==> src/inc/acc_pkg.sv <==
// Purpose: shared constants and types of the secure memory access controller
// Assumes: APB with 32-bit data, one aligned word per register
// Notes: offsets, control, command, address and zone field positions, three reset values and the security counts are named here once
package acc_pkg;
   // register byte offsets
   localparam logic [7:0] OFF_CTRL = 8'h00;
   localparam logic [7:0] OFF_STATUS = 8'h04;
   localparam logic [7:0] OFF_CMD = 8'h08;
   localparam logic [7:0] OFF_ACC_ADDR = 8'h0c;
   localparam logic [7:0] OFF_ACC_DATA = 8'h10;
   localparam logic [7:0] OFF_ACC_RES = 8'h14;
   localparam logic [1:0] ZONE_PAGE = 2'h1;
   // control bits
   localparam int CT_TEAR = 0;
   localparam int CT_SUPV = 1;
   localparam logic [1:0] CTRL_RST = 2'h0;
   // command word fields
   localparam int CM_OP = 0;
   localparam int CM_IDX = 3;
   localparam int CM_WR = 6;
   localparam int CM_OK = 7;
   localparam int CM_CODE = 8;
   localparam logic [2:0] OP_PW = 3'h1;
   localparam logic [2:0] OP_AUTH = 3'h2;
   localparam logic [2:0] OP_ENC = 3'h3;
   localparam logic [2:0] OP_MAC = 3'h4;
   localparam logic [2:0] OP_CODE = 3'h5;
   // access address fields
   localparam int AA_READ = 16;
   localparam int AA_CFG = 17;
   localparam int AA_PWA = 18;
   localparam logic [18:0] ACC_ADDR_RST = 19'h0;
   // zone configuration fields
   localparam int ZC_WLOCK = 0;
   localparam int ZC_MODF = 1;
   localparam int ZC_PROG = 2;
   localparam int ZC_ENC = 3;
   localparam int ZC_PWEN = 4;
   localparam int ZC_AUEN = 5;
   localparam int ZC_PWSET = 6;
   localparam int ZC_KEY = 9;
   localparam int ZC_W = 11;
   localparam logic [ZC_W-1:0] ZCFG_RST = 11'h0;
   // security figures
   localparam logic [2:0] TRIAL_MAX = 3'h4;
   localparam logic [7:0] TEAR_MAX_BYTES = 8'h08;
   localparam logic [2:0] SUPV_PW = 3'h0;
   localparam logic [2:0] LINK_PULSES = 3'h5;
   // arbitrary neutral value for the device secure code
   localparam logic [23:0] SECURE_CODE = 24'h5a3c96;
   typedef enum logic [1:0] {M_STD, M_AUTH, M_ENC} mode_t;
endpackage

==> src/verilog/acc_ctrl.sv <==
// Purpose: security state and access control of a secure serial memory
// Assumes: command engine and NVM writer share pclk; scl and reset pin are async
// Notes: software reports each credential result through the command register
//
// What this block does
// - power-up defaults to 2-wire, reset pin high
// - standard mode, then authentication, then encryption
// - select clear, encrypted and MAC/MDC per mode
// - anti-tearing limits writes to eight bytes
// - anti-tearing writes buffer first, then target
// - interrupted target write restored at next power-up
// - page lock byte bit clear locks byte
// - lock byte bit0 locks itself, program-only
// - write-lock zone writes only first byte
// - valid password held until reset or new
// - eight password sets, one active, write reads
// - zone key choice, failed retry cancels authentication
// - four failures block further attempts
// - MAC mismatch abandons command, leaves secure mode
// - encryption-required zone needs encryption mode
// - supervisor password reaches all password sets
// - modify-forbidden rejects writes, program-only clears bits
// - configuration memory needs the secure code
//
// The APB register port and the register addresses were left to the implementer.
`timescale 1ns/10ps
module acc_ctrl
   import acc_pkg::*;
(
   input wire logic pclk,
   input wire logic presetn,
   input wire logic psel,
   input wire logic penable,
   input wire logic pwrite,
   input wire logic [31:0] paddr,
   input wire logic [31:0] pwdata,
   output logic [31:0] prdata,
   output logic pready,
   output logic pslverr,
   input wire logic scl,
   input wire logic rst_pin_n,
   input wire logic tear_mark_nv,
   input wire logic nvm_done,
   output logic nvm_buf_wr,
   output logic nvm_tgt_wr,
   output logic nvm_restore,
   output logic tear_mark,
   output logic [12:0] nvm_addr,
   output logic [7:0] nvm_data,
   output logic [7:0] nvm_len,
   output logic twi_sel,
   output logic link_ready
);
   import acc_pkg::*;

   typedef enum logic [1:0] {T_IDLE, T_BUF, T_TGT, T_REC} tear_t;

   logic scl_s1_q, scl_s2_q, scl_s3_q;
   logic rpin_s1_q, rpin_s2_q;
   logic [2:0] pulse_cnt_q;
   logic link_ready_q;
   logic boot_q;
   logic twi_sel_q;
   logic pready_q, pslverr_q;
   logic [31:0] prdata_q, rd_mux;
   logic rd_hit;
   logic [1:0] ctrl_q;
   logic [ZC_W-1:0] zcfg_q [16];
   logic [18:0] acc_addr_q;
   mode_t mode_q;
   logic pw_valid_q, pw_wr_q, auth_valid_q, secure_ok_q, abandon_q;
   logic [2:0] pw_idx_q;
   logic [1:0] auth_key_q;
   logic [2:0] pw_fail_q [8];
   logic [2:0] key_fail_q [4];
   logic granted_q;
   logic [7:0] res_byte_q, res_cnt_q;
   tear_t tear_q;
   logic buf_wr_q, tgt_wr_q, restore_q, mark_q;
   logic [12:0] nvm_addr_q;
   logic [7:0] nvm_data_q, nvm_len_q;

   logic acc_w, cmd_w, data_w, sec_clr, busy;
   logic [2:0] op, idx;
   logic ok;
   logic [ZC_W-1:0] zc;
   logic [2:0] off;
   logic rd, pw_ok, au_ok, en_ok, wr_ok, cfg_ok, grant;
   logic [7:0] n_new, n_old, n_lock, n_req, cnt, rbyte;

   function automatic logic [2:0] trial_next(input logic [2:0] c, input logic pass);
      if (pass)
         return 3'h0;
      return (c == TRIAL_MAX) ? c : c + 3'h1;
   endfunction

   // scl and the reset pin come from outside; only s2 and later are looked at
   always_ff @(posedge pclk or negedge presetn) begin
      if (!presetn) begin
         // reset to the idle-high level so release does not fake a clock edge
         scl_s1_q <= 1'b1;
         scl_s2_q <= 1'b1;
         scl_s3_q <= 1'b1;
         rpin_s1_q <= 1'b1;
         rpin_s2_q <= 1'b1;
      end else begin
         scl_s1_q <= scl;
         scl_s2_q <= scl_s1_q;
         scl_s3_q <= scl_s2_q;
         rpin_s1_q <= rst_pin_n;
         rpin_s2_q <= rpin_s1_q;
      end
   end

   // count the host's opening clocks; readiness is only reported, never enforced
   always_ff @(posedge pclk or negedge presetn) begin
      if (!presetn) begin
         pulse_cnt_q <= 3'h0;
         link_ready_q <= 1'b0;
      end else if (!link_ready_q && scl_s2_q && !scl_s3_q) begin
         pulse_cnt_q <= pulse_cnt_q + 3'h1;
         if (pulse_cnt_q + 3'h1 == LINK_PULSES)
            link_ready_q <= 1'b1;
      end
   end

   // protocol pick once after release; the pull-up makes 2-wire the default
   always_ff @(posedge pclk or negedge presetn) begin
      if (!presetn) begin
         boot_q <= 1'b0;
         twi_sel_q <= 1'b1;
      end else if (!boot_q) begin
         boot_q <= 1'b1;
         twi_sel_q <= rpin_s2_q;
      end
   end

   assign sec_clr = !rpin_s2_q;
   assign acc_w = psel && penable && pwrite && pready_q;
   assign cmd_w = acc_w && paddr[7:0] == OFF_CMD;
   assign data_w = acc_w && paddr[7:0] == OFF_ACC_DATA;
   assign op = pwdata[CM_OP +: 3];
   assign idx = pwdata[CM_IDX +: 3];
   assign ok = pwdata[CM_OK];

   always_comb begin
      rd_hit = 1'b1;
      rd_mux = 32'h0;
      if (paddr[7:6] == ZONE_PAGE)
         rd_mux = {21'h0, zcfg_q[paddr[5:2]]};
      else
         case (paddr[7:0])
            OFF_CTRL: rd_mux = {30'h0, ctrl_q};
            OFF_STATUS: rd_mux = {16'h0, busy, mark_q, abandon_q, twi_sel_q,
                                  link_ready_q, secure_ok_q, auth_key_q, auth_valid_q,
                                  pw_wr_q, pw_idx_q, pw_valid_q, mode_q};
            OFF_CMD, OFF_ACC_DATA: rd_mux = 32'h0;
            OFF_ACC_ADDR: rd_mux = {13'h0, acc_addr_q};
            OFF_ACC_RES: rd_mux = {8'h0, res_cnt_q, res_byte_q, 4'h0,
                                   mode_q != M_STD, mode_q != M_STD,
                                   mode_q == M_ENC, granted_q};
            default: rd_hit = 1'b0;
         endcase
   end

   // one access cycle, no wait states; unmapped addresses answer with an error
   always_ff @(posedge pclk or negedge presetn) begin
      if (!presetn) begin
         pready_q <= 1'b0;
         pslverr_q <= 1'b0;
         prdata_q <= 32'h0;
      end else begin
         pready_q <= psel && !penable;
         pslverr_q <= psel && !penable && !rd_hit;
         if (psel && !penable && !pwrite)
            prdata_q <= rd_mux;
      end
   end

   always_ff @(posedge pclk or negedge presetn) begin
      if (!presetn) begin
         ctrl_q <= CTRL_RST;
         acc_addr_q <= ACC_ADDR_RST;
         for (int i = 0; i < 16; i++)
            zcfg_q[i] <= ZCFG_RST;
      end else if (acc_w) begin
         if (paddr[7:6] == ZONE_PAGE)
            zcfg_q[paddr[5:2]] <= pwdata[ZC_W-1:0];
         else if (paddr[7:0] == OFF_CTRL)
            ctrl_q <= pwdata[1:0];
         else if (paddr[7:0] == OFF_ACC_ADDR)
            acc_addr_q <= pwdata[18:0];
      end
   end

   // credential and mode state; the reset pin clears mode and valid flags but keeps the trial counters
   always_ff @(posedge pclk or negedge presetn) begin
      if (!presetn) begin
         mode_q <= M_STD;
         pw_valid_q <= 1'b0;
         pw_wr_q <= 1'b0;
         pw_idx_q <= 3'h0;
         auth_valid_q <= 1'b0;
         auth_key_q <= 2'h0;
         secure_ok_q <= 1'b0;
         abandon_q <= 1'b0;
         for (int i = 0; i < 8; i++)
            pw_fail_q[i] <= 3'h0;
         for (int i = 0; i < 4; i++)
            key_fail_q[i] <= 3'h0;
      end else if (sec_clr) begin
         // trial counters survive, so pulsing the pin buys no fresh attempts
         mode_q <= M_STD;
         pw_valid_q <= 1'b0;
         auth_valid_q <= 1'b0;
         secure_ok_q <= 1'b0;
         abandon_q <= 1'b0;
      end else if (cmd_w) begin
         abandon_q <= 1'b0;
         case (op)
            OP_PW: begin
               if (pw_fail_q[idx] != TRIAL_MAX) begin
                  pw_fail_q[idx] <= trial_next(pw_fail_q[idx], ok);
                  pw_valid_q <= ok;
                  pw_idx_q <= idx;
                  pw_wr_q <= pwdata[CM_WR];
               end
            end
            OP_AUTH: begin
               if (key_fail_q[idx[1:0]] != TRIAL_MAX) begin
                  key_fail_q[idx[1:0]] <= trial_next(key_fail_q[idx[1:0]], ok);
                  auth_valid_q <= ok;
                  auth_key_q <= idx[1:0];
                  mode_q <= ok ? M_AUTH : M_STD;
               end
            end
            OP_ENC: begin
               if (ok && auth_valid_q && mode_q != M_STD)
                  mode_q <= M_ENC;
            end
            OP_MAC: begin
               if (!ok && mode_q != M_STD) begin
                  mode_q <= M_STD;
                  auth_valid_q <= 1'b0;
                  abandon_q <= 1'b1;
               end
            end
            OP_CODE: begin
               if (pwdata[CM_CODE +: 24] == SECURE_CODE)
                  secure_ok_q <= 1'b1;
            end
            default: abandon_q <= 1'b0;
         endcase
      end
   end

   // access decision for the address and data the engine presents
   assign busy = tear_q != T_IDLE;
   assign zc = zcfg_q[acc_addr_q[12:9]];
   assign off = acc_addr_q[2:0];
   assign rd = acc_addr_q[AA_READ];
   assign n_new = pwdata[7:0];
   assign n_old = pwdata[15:8];
   assign n_lock = pwdata[23:16];
   assign n_req = pwdata[31:24];

   always_comb begin
      pw_ok = !zc[ZC_PWEN] || (pw_valid_q && pw_idx_q == zc[ZC_PWSET +: 3]
                               && (rd || pw_wr_q));
      au_ok = !zc[ZC_AUEN] || (auth_valid_q && auth_key_q == zc[ZC_KEY +: 2]);
      en_ok = !zc[ZC_ENC] || mode_q == M_ENC;
      wr_ok = !zc[ZC_MODF] && (!zc[ZC_WLOCK] || n_lock[off]);
      cfg_ok = secure_ok_q;
      if (acc_addr_q[AA_PWA] && ctrl_q[CT_SUPV] && pw_valid_q && pw_wr_q
          && pw_idx_q == SUPV_PW)
         cfg_ok = 1'b1;
      if (acc_addr_q[AA_CFG])
         grant = !busy && cfg_ok && !abandon_q;
      else
         grant = !busy && !abandon_q && pw_ok && au_ok && en_ok && (rd || wr_ok);
      // lock bytes and program-only zones may only clear bits
      if (!acc_addr_q[AA_CFG] && (zc[ZC_PROG] || (zc[ZC_WLOCK] && off == 3'h0)))
         rbyte = n_old & n_new;
      else
         rbyte = n_new;
      if (!acc_addr_q[AA_CFG] && zc[ZC_WLOCK])
         cnt = (n_req == 8'h0) ? 8'h0 : 8'h1;
      else if (ctrl_q[CT_TEAR] && n_req > TEAR_MAX_BYTES)
         cnt = TEAR_MAX_BYTES;
      else
         cnt = n_req;
      if (rd)
         cnt = n_req;
   end

   always_ff @(posedge pclk or negedge presetn) begin
      if (!presetn) begin
         granted_q <= 1'b0;
         res_byte_q <= 8'h0;
         res_cnt_q <= 8'h0;
      end else if (data_w) begin
         granted_q <= grant;
         res_byte_q <= rbyte;
         res_cnt_q <= grant ? cnt : 8'h0;
      end
   end

   // write sequencer; with anti-tearing the buffer copy lands before the target
   always_ff @(posedge pclk or negedge presetn) begin
      if (!presetn) begin
         tear_q <= T_IDLE;
         buf_wr_q <= 1'b0;
         tgt_wr_q <= 1'b0;
         restore_q <= 1'b0;
         mark_q <= 1'b0;
         nvm_addr_q <= 13'h0;
         nvm_data_q <= 8'h0;
         nvm_len_q <= 8'h0;
      end else begin
         buf_wr_q <= 1'b0;
         tgt_wr_q <= 1'b0;
         restore_q <= 1'b0;
         case (tear_q)
            T_IDLE: begin
               if (!boot_q && tear_mark_nv) begin
                  tear_q <= T_REC;
                  restore_q <= 1'b1;
                  mark_q <= 1'b1;
               end else if (data_w && grant && !rd && cnt != 8'h0) begin
                  nvm_addr_q <= acc_addr_q[12:0];
                  nvm_data_q <= rbyte;
                  nvm_len_q <= cnt;
                  if (ctrl_q[CT_TEAR]) begin
                     tear_q <= T_BUF;
                     buf_wr_q <= 1'b1;
                  end else begin
                     tear_q <= T_TGT;
                     tgt_wr_q <= 1'b1;
                  end
               end
            end
            T_BUF: begin
               if (nvm_done) begin
                  tear_q <= T_TGT;
                  tgt_wr_q <= 1'b1;
                  mark_q <= 1'b1;
               end
            end
            T_TGT, T_REC: begin
               // mark stays up until the target copy is known complete
               if (nvm_done) begin
                  tear_q <= T_IDLE;
                  mark_q <= 1'b0;
               end
            end
            default: tear_q <= T_IDLE;
         endcase
      end
   end

   assign prdata = prdata_q;
   assign pready = pready_q;
   assign pslverr = pslverr_q;
   assign nvm_buf_wr = buf_wr_q;
   assign nvm_tgt_wr = tgt_wr_q;
   assign nvm_restore = restore_q;
   assign tear_mark = mark_q;
   assign nvm_addr = nvm_addr_q;
   assign nvm_data = nvm_data_q;
   assign nvm_len = nvm_len_q;
   assign twi_sel = twi_sel_q;
   assign link_ready = link_ready_q;
endmodule // acc_ctrl

==> config.mk <==
export PLATFORM = sky130hd
export DESIGN_NAME = acc_ctrl
export DESIGN_NICKNAME = d
export VERILOG_FILES = /design/src/inc/acc_pkg.sv /design/src/verilog/acc_ctrl.sv
export SDC_FILE = /design/constraint.sdc
export NUM_CORES = 1
export LEC_CHECK = 0
export BUFFER_PORTS_ARGS = -buffer_cell sky130_fd_sc_hd__buf_2
export CAP_MARGIN = 15
export CORE_UTILIZATION = 50
export CTS_CLUSTER_SIZE = 12
export DETAILED_ROUTE_END_ITERATION = 8
export GPL_TIMING_DRIVEN = 0
export PLACE_DENSITY = 0.78
export SYNTH_ARGS = -nofsm -noshare
export SYNTH_HDL_FRONTEND = slang
export SYNTH_SLANG_ARGS = --single-unit
==> constraint.sdc <==
create_clock -name pclk -period 2.65 [get_ports pclk]
set_input_delay 0.6625 -clock pclk [delete_from_list [all_inputs] [get_ports pclk]]
set_output_delay 0.6625 -clock pclk [all_outputs]
set_load 0.05 [all_outputs]
======== Yosys cells after proc, flatten, opt, wreduce, memory -nomap -nowiden ========
Cells that the tools add are included.
W data, S select, Z words.
storage, ports and cells
  output and inout bits ................... 69
  input bits .............................. 73
  bits in registers ....................... 342
  logic and storage cells ................. 305
operators by class
  add/sub/neg operators ................... 3
  reductions and logical operators ........ 85
  muxes and demuxes ....................... 102
  magnitude comparators ................... 9
  bitwise gates (word level) .............. 8
  eq/ne operators ......................... 37
operators with widths
  cell                    number
  $bwmux W176             1
  $pmux W24 S4            1
  $bmux W11 S4            2
  $mux W3                 19
  $mux W11                5
  $mux W1                 45
  $demux W11 S4           1
  $mux W8                 5
  $logic_and A1 B1 Y1     39
  $bwmux W24              1
  $eq A24 B23 Y1 const B  1
  $mux W24                1
  $mux W2                 10
  $ne A3 B3 Y1 const B    6
  $reduce_and A3 Y1       6
  $eq A8 B4 Y1 const B    2
  $eq A8 B5 Y1 const B    2
  $logic_not A1 Y1        16
  $logic_not A8 Y1        2
  $reduce_and A4 Y1       4
  $eq A3 B3 Y1 const B    5
  $bwmux W12              1
  $pmux W2 S3             2
  $ge A5 B5 Y1 const B    2
  other kinds (40)        65

======== Logic depth before layout (Yosys ltp) ========
  depth after elaboration ................. 19
  mapped depth ............................ 13
  depth with buffers taken out ............ 9

======== Worst setup path before layout ========
No wires, ideal clock.
  path kind ............................... input to register
  from .................................... in pwdata[3]
  to ...................................... reg pw_fail_q[6] (netlist bit)
  path buffers ............................ 2
  stages on the path ...................... 11
  data arrival time ....................... 3.251 ns
  data required time ...................... 2.525 ns
  setup time .............................. 0.125 ns
  slack ................................... -0.725 ns
  cell sequence ........................... buf_2 buf_1 mux4_2 mux2i_1 ha_1 inv_1 o2111ai_1 nor3b_2 and2_1 nand2_1 mux2_2
between the ends
  word-level cells in the longest chain between the ends .. 12
  elaborated cells between the ends (all ways) .. 20
  those cells by class .................... add/sub (1); order compare (2); eq/ne (2); mux (12); bitwise (1); reduce/logical (2)
RTL lines
  item                                                  line                              source
  from (decl)                                           acc_ctrl.sv:36                    input wire logic [31:0] pwdata,
  $not A3 Y4 (implied by the code) (*)                  acc_ctrl.sv:222, acc_ctrl.sv:223
  $bmux W3 S3                                           acc_ctrl.sv:222, acc_ctrl.sv:223
  $mux W3 (implied by the code) (2 in series)           acc_ctrl.sv:222, acc_ctrl.sv:223
  $add A3 B1 Y3 / $eq A3 B3 Y1 (equally long branches)  acc_ctrl.sv:94                    return (c == TRIAL_MAX) ? c : c + 3'h1;
  $mux W3 (2 in series)                                 acc_ctrl.sv:94
  $mux W3                                               acc_ctrl.sv:222                   if (pw_fail_q[idx] != TRIAL_MAX) begin
  $mux W3                                               acc_ctrl.sv:220                   case (op)
  $mux W3                                               acc_ctrl.sv:218                   end else if (cmd_w) begin
  $mux W3                                               acc_ctrl.sv:211                   end else if (sec_clr) begin
  $bwmux W24                                            acc_ctrl.sv:223                   pw_fail_q[idx] <= trial_next(pw_fail_q[idx], ok);
  to (signal, indexed assignment)                       acc_ctrl.sv:223
  to (decl)                                             acc_ctrl.sv:74                    logic [2:0] pw_fail_q [8];
Every way passes the cells marked *; elsewhere a longest branch is shown, timed or not. The select of a mux whose other input is x is not followed.
A chain may end at the register's enable or synchronous reset.

======== Worst setup path in the final report ========
  from .................................... reg acc_addr_q[11]
  to ...................................... reg nvm_addr_q[2], in the netlist nvm_addr[2]
between the ends
  word-level cells in the longest chain between the ends .. 17
  elaborated cells between the ends (all ways) .. 33
  those cells by class .................... eq/ne (2); mux (6); bitwise (1); reduce/logical (24)
RTL lines
  item                                              line             source
  from (decl)                                       acc_ctrl.sv:69   logic [18:0] acc_addr_q;
  from (signal assigned)                            acc_ctrl.sv:192  acc_addr_q <= pwdata[18:0];
  $not A4 Y5 (implied by the code) (*)              acc_ctrl.sv:259  assign zc = zcfg_q[acc_addr_q[12:9]];
  $bmux W11 S4 (*)                                  acc_ctrl.sv:259
  $mux W11 (implied by the code) (*) (2 in series)  acc_ctrl.sv:259
  $eq A3 B3 Y1                                      acc_ctrl.sv:268  pw_ok = !zc[ZC_PWEN] || (pw_valid_q && pw_idx_q == zc[ZC_PWSET +: 3]
  $logic_and A1 B1 Y1                               acc_ctrl.sv:268
  $logic_and A1 B1 Y1                               acc_ctrl.sv:269  && (rd || pw_wr_q));
  $logic_or A1 B1 Y1                                acc_ctrl.sv:268
  $logic_and A1 B1 Y1 (4 in series)                 acc_ctrl.sv:280  grant = !busy && !abandon_q && pw_ok && au_ok && en_ok && (rd || wr_ok);
  $mux W1                                           acc_ctrl.sv:277  if (acc_addr_q[AA_CFG])
  $logic_and A1 B1 Y1 (2 in series)                 acc_ctrl.sv:329  end else if (data_w && grant && !rd && cnt != 8'h0) begin
  $logic_and A1 B1 Y1 (*)                           acc_ctrl.sv:329
  $reduce_and A3 Y1 (no source line) (*)            n/a
  to (signal assigned)                              acc_ctrl.sv:330  nvm_addr_q <= acc_addr_q[12:0];
  to (decl)                                         acc_ctrl.sv:80   logic [12:0] nvm_addr_q;
Marks and branches as above.

==> results.toml <==
[grt]
grt_overflow_total = 0
grt_usage = 0.288
grt_pass1_vias = 12234
grt_start_max_net_pins = 125
grt_pass1_wl_um = 73600
antenna_found_initial = 2

[logic_synthesis]
synthArstFlopShare = 1.00
synthDistinctLibCells = 70
synth.area.top_cells = "dfrtp_1, mux2_2, mux4_2"
yosysSeqAreaShare = 0.493
yosysMostFrequentCell = "dfrtp_1"
syn_area_um2 = 17000
synth_compound_area_frac = 0.0542
synth-seq-cells = 334
synth_area_leader_cell = "dfrtp_1"
synth_area_per_cell_um2 = 13.6
synthAdderAreaFrac = 0.00443
synth_edf_count = 0
synth_mux_area_frac = 0.338
synth_simple_gate_area_frac = 0.0662
syn-instance-count = 1245
synthFlopType = "dfrtp_1"
synth_xor_area_frac = 0.00413
ys_warn_count = 0
synth_top_family_by_area = "multiplexers"
synth_commonest_cells = "dfrtp_1, mux2_2, mux4_2"
yosys.area.top_type_share = 0.484

[critical_path]
crit_path_frequent_cell = "buf_12"
crit_chain = "buf_2 > nor2b_2 > a22oi_1 > a2111oi_0 > o31a_1 > o2111a_4 > buf_12 > buf_12 > mux2_4"
start_kind = "flip-flop"
end_kind = "flip-flop"
critical_path.slowest_cell = "dfrtp_2"
arrival_ps = 3640
critPathRequiredTime_ps = 3050
critPathMaxStageDelay_ps = 550
crit_fanout = 10
crit_type = "flip-flop to flip-flop"

[route]
drtIter0Drc = 1314
wirelength_um = 48700
drc = 0
viasPerCell = 6.41
wl_per_cell_um = 26.0
dr.pass1.iters = 5
ant_nets = 0
vias = 12003

[timing]
finalClockSkew_ps = 29.7
worstMarginPinSlew_ps = 966
finalHoldViolCount = 0
slew_headroom = 0.356
grt_setup_unrepaired = "yes"
hold_slack_ps = 181
finalMaxSlewViolations = 0
setup_slack_ps = -593
fin_crit_sh = 1.22
setup_viol = 53
period_needed_ps = 3240
max_freq_ghz = 0.308

[floorplanning]
core_area_um2 = 33400
row_count = 67
die_h_um = 186
initial_core_util = 0.507
ios = 142
dieArea_um2 = 34700
die_w_um = 186

[final_layout]
insertedDiodeCount = 0
fillers = 2490
drive_gt1_frac = 0.451
instances_no_fill = 1873
finalNetCount = 1484
syn_to_final_growth_pct = 17.2

[flow_run]
max_cap_viol_count = 0

[clocking]
clockRootBuffer = "clkbuf_16"
clkTransAtPathRegs_ps = 60
clk_path_buf_depth = 3
htreeDepth = 2
hold_buffers = 0
cts_buffers = 35
clk_latency_ps = 530
cts.sinks = 334
cts_tree = "yes"

[place]
gp_congestion = 0.943
place_inst = 1803
post-dp-hpwl_um = 33600
port_buffers = 101
place_ws_ps = -1180

[outcome]
status = "finished, violations left"
violations = "setup timing"

[power_and_ir_drop]
ir_drop_uv = 431
total_power_w = 0.0109
leakage_nw = 9.23
power_density_nw_per_um2 = 548

[worst_hold_path]
hp-class = "primary input to async pin"
[critical path: cells and delay by family (launching register included)]
kind / cells / cell delay (ps)
AOI/OAI and AO/OA: 4 / 1190
buffers and inverters: 3 / 600
DFF: 1 / 550
muxes: 1 / 300
and+or+nand+nor: 1 / 480
[sequential cells by signal, indices dropped and copies added, names as in the netlist, 12 cells and up]
signal	cells
key_fail_q	12
prdata	24
nvm_addr	13
zcfg_q	176
acc_addr_q	19
pw_fail_q	24
[cells in the final DEF (no fill, tap or decap), types with 17 or more instances in the layout]
cell and n:
dfrtp_1 326, inv_1 30, o21ai_0 17, clkbuf_16 36
buf_2 118, mux2_2 224, clkbuf_1 42, mux2_4 27
nor2_1 37, nand2_1 84, nand3_1 17, mux4_2 97
o21ai_1 18, mux2i_1 48, buf_4 24
[through the flow]
| stage | TNS, ps | area (µm²) | util |
|---|---|---|---|
| final | -21460 | 19900 | 0.594 |
| after global routing | -24720 | 19900 | 0.594 |
| after CTS | -19670 | 19800 | 0.592 |
| after detailed placement | -245200 | 18400 | 0.549 |
| after global placement | -1982070 | 18300 | 0.547 |
| after floorplan | -10080 | 17200 | - |
[worst paths after layout]
path,slack (ps),cells past startpoint,endpoint,from
max,-590,9,nvm_addr[2]$_DFFE_PN0P_,acc_addr_q[11]$_DFFE_PN0P_
min,180,1,zcfg_q[74]$_DFFE_PN0P_,presetn
max reg2reg,-590,9,nvm_addr[2]$_DFFE_PN0P_,acc_addr_q[11]$_DFFE_PN0P_
min reg2reg,350,0,rpin_s2_q$_DFF_PN1_,rpin_s1_q$_DFF_PN1_
max in group asynchronous,1380,2,acc_addr_q[11]$_DFFE_PN0P_,presetn
min in group pclk,230,1,scl_s1_q$_DFF_PN1_,scl
[area by class of cell]
type / count / area, µm² / share of cell area
Timing Repair Buffer: 119 / 793 / 0.0399
Sequential cell: 334 / 8370 / 0.421
Inverter: 32 / 120 / 0.00604
Clock inverter: 3 / 30.0 / 0.00151
Clock buffer: 54 / 1020 / 0.0512
Tap cell: 448 / 561 / 0.0282
Buffer: 102 / 742 / 0.0373
Multi-Input combinational cell: 781 / 8250 / 0.415
[per-layer routing]
| metal | up-vias | share of wire | global-route usage | wire, µm |
|---|---|---|---|---|
| li1 | 4934 | - | - | - |
| met1 | 6167 | 0.40 | 0.382 | 19300 |
| met2 | 710 | 0.46 | 0.447 | 22300 |
| met3 | 190 | 0.10 | 0.0759 | 4910 |
| met4 | 2 | 0.047 | 0.132 | 2290 |
| met5 | - | 0.00039 | 0 | 19 |
[logic make-up (layout without fill, tap and decap cells)]
| group | Yosys count | after routing |
|---|---|---|
| AOI/OAI and AO/OA | 124 | 124 |
| xor gates and xnor gates | 8 | 8 |
| adders and majority gates | 6 | 6 |
| buffers and inverters | 137 | 310 |
| DFF | 334 | 334 |
| muxes | 408 | 408 |
| other | 2 | 9 |
| and+or+nand+nor | 226 | 226 |
[report_power, final]
part	switching, W	internal [W]
Combinational	0.000652	0.000307
Sequential	0.0000992	0.00522
Clock	0.00198	0.00264
[what timing repair did]
item,CTS,global route
resized for setup,71,52
setup buffers,14,1
cloned,1,0
pin swaps,10,8
endpoints found under the setup margin,287,266
No activity file was read; power rests on OpenSTA's default activity.
